===== config.mk =====
export PLATFORM = sky130hd
export DESIGN_NAME = aofc_conv_flat
export DESIGN_NICKNAME = d
export VERILOG_FILES = /design/src/rtl/aofc_pkg.sv /design/src/rtl/aofc_if.sv /design/src/rtl/aofc_conv.sv /design/src/flat_wrapper.sv
export SDC_FILE = /design/constraint.sdc
export NUM_CORES = 1
export LEC_CHECK = 0
export ABC_AREA = 0
export CORE_AREA = 3 3 113 115
export CTS_CLUSTER_SIZE = 40
export DETAILED_ROUTE_END_ITERATION = 10
export DIE_AREA = 0 0 116 118
export DONT_BUFFER_PORTS = 1
export MAX_ROUTING_LAYER = met4
export SLEW_MARGIN = 20
export SYNTH_ARGS = -nofsm -noshare
export SYNTH_HDL_FRONTEND = slang
export SYNTH_SLANG_ARGS = --single-unit

===== constraint.sdc =====
create_clock -name clk_i -period 3.8 [get_ports clk_i]
set_clock_uncertainty 0.1 [all_clocks]
set_input_delay 0.19 -clock clk_i [delete_from_list [all_inputs] [get_ports clk_i]]
set_output_delay 0.19 -clock clk_i [all_outputs]
set_load 0.005 [all_outputs]

===== src/rtl/aofc_pkg.sv =====
// Package: shared constants and types for the converter output format link
package aofc_pkg;
  localparam int unsigned SAMPLE_W        = 10;
  localparam int unsigned LATENCY_CYC     = 7;
  localparam int unsigned INIT_CYC        = 20;
  localparam int unsigned CLK_MHZ         = 250;
  localparam int unsigned MIN_RATE_KSPS   = 1000;
  localparam int unsigned DIV_W           = 8;
  localparam int unsigned CNT_W           = 6;
  localparam int unsigned MSB_POS         = SAMPLE_W - 1;
  localparam logic        FMT_OFFSET_BIN  = 1'b0;
  localparam logic        FMT_TWOS_COMP   = 1'b1;
  localparam logic        DRIVE_ON_N      = 1'b0;
  localparam logic        DRIVE_OFF_N     = 1'b1;
  localparam logic [SAMPLE_W-1:0] CODE_ZERO = 10'h000;
  localparam logic [SAMPLE_W-1:0] MSB_MASK  = 10'h200;
  localparam logic [CNT_W-1:0]    CNT_ZERO  = 6'h00;
  localparam logic [CNT_W-1:0]    CNT_ONE   = 6'h01;
  typedef logic [SAMPLE_W-1:0] aofc_word_t;
endpackage


===== src/rtl/aofc_if.sv =====
// Interface: parallel sample bus between converter and capture logic
`timescale 1ns/10ps
`default_nettype none
interface aofc_if;
  import aofc_pkg::*;
  logic       sample_clk;
  aofc_word_t data_out;
  logic       data_oe_n;
  logic       format_select;
  logic       drive_n;
  aofc_word_t data;
  // Bus level, float modeled as held zero
  assign data = (data_oe_n == DRIVE_ON_N) ? data_out : CODE_ZERO;
  modport conv (
    input  sample_clk,
    input  format_select,
    input  drive_n,
    output data_out,
    output data_oe_n
  );
  modport capt (
    output sample_clk,
    output format_select,
    output drive_n,
    input  data,
    input  data_oe_n
  );
endinterface
`default_nettype wire


===== src/rtl/aofc_conv.sv =====
// Converter end: pipeline, format coding and output drive
`timescale 1ns/10ps
`default_nettype none
module aofc_conv #(
  parameter int unsigned LATENCY = aofc_pkg::LATENCY_CYC,
  parameter int unsigned INIT    = aofc_pkg::INIT_CYC
) (
  // Clock and reset
  input  wire logic                clk_i,
  input  wire logic                rst_i,
  // Sampled code, offset binary, from the analog core
  input  wire aofc_pkg::aofc_word_t code_i,
  // Status
  output logic                     valid_o,
  // Link
  aofc_if.conv                     link
);
  import aofc_pkg::*;

  // ==========================================
  // Elaboration checks
  if (LATENCY < 1) begin : g_bad_latency
    $error("aofc_conv: LATENCY must be at least one");
  end
  if (INIT >= (1 << CNT_W)) begin : g_bad_init
    $error("aofc_conv: INIT does not fit the init counter");
  end

  // ==========================================
  // Falling edge detect of sample clock
  logic sclk_ff;
  logic nxt_sclk;
  logic fall;
  always_comb begin
    nxt_sclk = link.sample_clk;
    fall     = sclk_ff & ~link.sample_clk;
  end
  always_ff @(posedge clk_i) begin
    if (rst_i) begin
      sclk_ff <= 1'b0;
    end else begin
      sclk_ff <= nxt_sclk;
    end
  end

  // ==========================================
  // Latency pipeline, one stage per sample clock
  // Tap 0 is the fresh code, tap LATENCY the oldest stage
  wire aofc_word_t tap [LATENCY+1];
  assign tap[0] = code_i;
  for (genvar g = 0; g < LATENCY; g++) begin : g_stage
    aofc_word_t stage_ff;
    aofc_word_t nxt_stage;
    always_comb begin
      nxt_stage = stage_ff;
      if (fall) begin
        nxt_stage = tap[g];
      end
    end
    always_ff @(posedge clk_i) begin
      if (rst_i) begin
        stage_ff <= CODE_ZERO;
      end else begin
        stage_ff <= nxt_stage;
      end
    end
    assign tap[g+1] = stage_ff;
  end

  // ==========================================
  // Init counter, output register and drive
  logic [CNT_W-1:0] init_ff;
  logic [CNT_W-1:0] nxt_init;
  aofc_word_t       data_ff;
  aofc_word_t       nxt_data;
  logic             oe_n_ff;
  logic             nxt_oe_n;
  logic             valid_ff;
  logic             nxt_valid;
  always_comb begin
    nxt_init  = init_ff;
    nxt_data  = data_ff;
    nxt_valid = valid_ff;
    if (fall && init_ff != CNT_W'(INIT)) begin
      nxt_init = init_ff + CNT_ONE;
    end
    if (fall) begin
      if (link.format_select == FMT_TWOS_COMP) begin
        nxt_data = tap[LATENCY] ^ MSB_MASK;
      end else begin
        nxt_data = tap[LATENCY];
      end
      nxt_valid = (init_ff == CNT_W'(INIT));
    end
    nxt_oe_n = (link.drive_n == DRIVE_OFF_N) ? DRIVE_OFF_N : DRIVE_ON_N;
  end
  always_ff @(posedge clk_i) begin
    if (rst_i) begin
      init_ff  <= CNT_ZERO;
      data_ff  <= CODE_ZERO;
      oe_n_ff  <= DRIVE_OFF_N;
      valid_ff <= 1'b0;
    end else begin
      init_ff  <= nxt_init;
      data_ff  <= nxt_data;
      oe_n_ff  <= nxt_oe_n;
      valid_ff <= nxt_valid;
    end
  end

  assign link.data_out  = data_ff;
  assign link.data_oe_n = oe_n_ff;
  assign valid_o        = valid_ff;
endmodule
`default_nettype wire


===== src/flat_wrapper.sv =====
// flat-port wrapper written by rule: the top's interface ports become plain ports
module aofc_conv_flat import aofc_pkg::*;
#(
  parameter int unsigned LATENCY = aofc_pkg::LATENCY_CYC,
  parameter int unsigned INIT    = aofc_pkg::INIT_CYC
)
  (clk_i, rst_i, code_i, valid_o, link_sample_clk, link_format_select, link_drive_n, link_data_out, link_data_oe_n);
  aofc_if link_i ();
  input  wire logic clk_i;
  input  wire logic rst_i;
  input  wire aofc_pkg::aofc_word_t code_i;
  output logic valid_o;
  input wire logic [$bits(link_i.sample_clk)-1:0] link_sample_clk;
  input wire logic [$bits(link_i.format_select)-1:0] link_format_select;
  input wire logic [$bits(link_i.drive_n)-1:0] link_drive_n;
  output wire logic [$bits(link_i.data_out)-1:0] link_data_out;
  output wire logic [$bits(link_i.data_oe_n)-1:0] link_data_oe_n;
  assign link_i.sample_clk = link_sample_clk;
  assign link_i.format_select = link_format_select;
  assign link_i.drive_n = link_drive_n;
  assign link_data_out = link_i.data_out;
  assign link_data_oe_n = link_i.data_oe_n;
  aofc_conv #(.LATENCY(LATENCY), .INIT(INIT)) u_core (.clk_i(clk_i), .rst_i(rst_i), .code_i(code_i), .valid_o(valid_o), .link(link_i));
endmodule

==> impl_metrics.toml <==
[synthesis]
syn_area_sq_um = 3280
ys_warn_count = 0
yosys_register_bits = 89
syn_avg_cell_area_sq_um = 8.23
synth_cell_types = 31
ys_seq_area_share_pct = 54.4
syn_inst = 398
synth_top_area_cell = "dfxtp_1"
syn_nets = 415
synth.top_cell.area_share_pct = 54.4
yosys-top-cells-area = "dfxtp_1, nand2_1, a21oi_1"

[critical_path]
end_kind = "flip-flop"
required_ps = 3960
worstSetupPathType = "reg -> reg"
cp.arrival_ps = 2170
path_max_fanout = 44
cp-start-kind = "flip-flop"

[sta]
period_share_pct = 52.7
tightest_slew_ps = 856
fmax_mhz = 499
slew_viol_final = 0
setup-tns-final_ps = 0
setup_viol_count_final = 0
hold_viol = 0
grt_setup_unrepaired = "no"
period_needed_ps = 2000
slew_headroom_pct = 42.9

[global_route]
grt_pass1_wl_mm = 9.92
grt_max_degree = 95
antenna_found_initial = 0
grtUsageTotal_pct = 8.88
gr-total-overflow = 0
grt_pass1_vias = 2313

[drt]
routed_wl_mm = 5.69
dr.pass1.iters = 4
antenna_left = 0
drt-initial-drc-count = 297
num_vias = 2469
post-route-drc-count = 0
vias_per_cell = 4.51
wl_per_cell_um = 10.4

[finish]
diodes = 0
drive_gt1_share_pct = 6.25
post_layout_nonfiller_instances = 547
final_nets = 412
mostFrequentLayoutCells = "nand2_1, dfxtp_1, a21oi_1, dlygate4sd3_1, clkbuf_16"
final_common_cell = "nand2_1"
syn_to_final_growth_pct = 14.7

[placed_design]
place_inst = 517
io_buffers = 0
dpl.hpwl_mm = 3.10
gp_congestion = 0.647

[clock_network]
cts_resized = 0
insertion_delay_ps = 340
numCtsBuffers = 9
ctsHoldBuffers = 14
cts_htree_levels = 3
post-cts-setup-buffers = 0
clk_path_buf_depth = 2
cts_sinks = 89
cts_tree = "built"
path_clk_slew_ps = 70
cts-root-buf = "clkbuf_16"

[power_and_ir_drop]
p_leak_nw = 1.20
vdd_drop_max_mv = 0.268
p_per_area_nw_per_um2 = 521

[floorplanning]
core_sq_um = 11900
ios = 27
die_area_sq_um = 13700
fp.dieW_um = 116
initial_core_util_pct = 27.5
die_y_um = 118
rows = 40

[outcome]
status = "finished clean"

[job]
drv_cap = 0

[worst_hold_path]
hold_class = "in -> reg"
[worst paths after layout]
path | endpoint | slack (ps) | start | cells after the start
worst min register to register | u_core.g_stage[2].stage_ff[0] | 350 | u_core.g_stage[1].stage_ff[0] | 2
worst max-delay path | u_core.g_stage[2].stage_ff[8] | 1800 | u_core.sclk_ff | 4
worst max register to register | u_core.g_stage[2].stage_ff[8] | 1800 | u_core.sclk_ff | 4
worst min-delay path | u_core.init_ff[4] | 20 | rst_i | 2
[logic make-up after synthesis]
group | count (synthesis) | share of synthesized area, %
flops | 89 | 54.4
simple gates | 186 | 24.4
fa+ha+maj | 2 | 0.764
buf+inv | 32 | 6.15
compound gates | 87 | 13.7
mux | 1 | 0.344
xor+xnor | 1 | 0.267
[synth_stat cells]
cell type  instances
buf_6              8
and4bb_4           1
a31o_2             1
or2_2              1
nand2b_4           1
ha_1               2
and4b_2            1
and2b_2            1
mux2_2             1
a311oi_1           1
clkbuf_1           8
o31ai_1            1
or2b_1             1
buf_2             11
nand4b_1           2
inv_1              3
and4b_1            1
dfxtp_1           89
buf_4              2
nor3_1             1
or4b_1             2
nor2b_1            2
xnor2_1            1
nand3_1            2
nor2_1             2
or4_1              3
or3_1              2
a211oi_1           1
nand4_1            3
a21oi_1           83
nand2_1          160
[where the power goes]
part / internal [mW] / switching, mW
clock network: 0.581 / 0.368
logic: 0.0222 / 0.0425
registers: 0.940 / 0.00593
[layout make-up]
| type | instances | area [sq um] |
|---|---|---|
| inverters | 3 | 11.3 |
| well taps | 147 | 184 |
| clock buffers | 9 | 225 |
| repair buffers | 15 | 165 |
| flip-flops and latches | 89 | 1780 |
| clock inverters | 7 | 98.8 |
| multi-input cells | 277 | 1290 |
| fillers | 1261 | 8150 |
[flip-flops by register name, indices dropped and copies added (netlist names)]
name                     count
u_core.g_stage.stage_ff     70
u_core.sclk_ff               1
u_core.link.data_out        10
u_core.init_ff               6
u_core.valid_o               1
u_core.link.data_oe_n        1
[worst max-delay path: stages, from the launching register on]
cell and delay, ps:
dfxtp_1 390, and2b_2 660, buf_4 510, nand2_1 110, a21oi_1 140
[metal layers]
| layer | vias up | track usage, % | wire length, um | part of all wire (%) |
|---|---|---|---|---|
| li1 | 1298 | - | - | - |
| met1 | 1116 | 11.0 | 2950 | 52 |
| met2 | 45 | 13.6 | 2390 | 42 |
| met3 | 10 | 3.50 | 290 | 5.1 |
| met4 | 0 | 2.18 | 64 | 1.1 |
| met5 | - | - | 0 | 0 |
[per-stage QoR]
stage | total power, mW | cell area [sq um] | setup WS, ps | hold WS (ps) | utilization, %
finish | 1.96 | 3760 | 1800 | 21.0 | 31.6
global route | 2.04 | 3760 | 1620 | 38.0 | 31.6
CTS | 1.99 | 3760 | 1770 | 2.83 | 31.6
detailed placement | 1.00 | 3280 | 1820 | 169 | 27.5
global placement | 1.00 | 3280 | 1880 | 167 | 27.5
floorplan | 1.02 | 3280 | 2280 | 194 | -
Power figures use the tool's default switching activity.
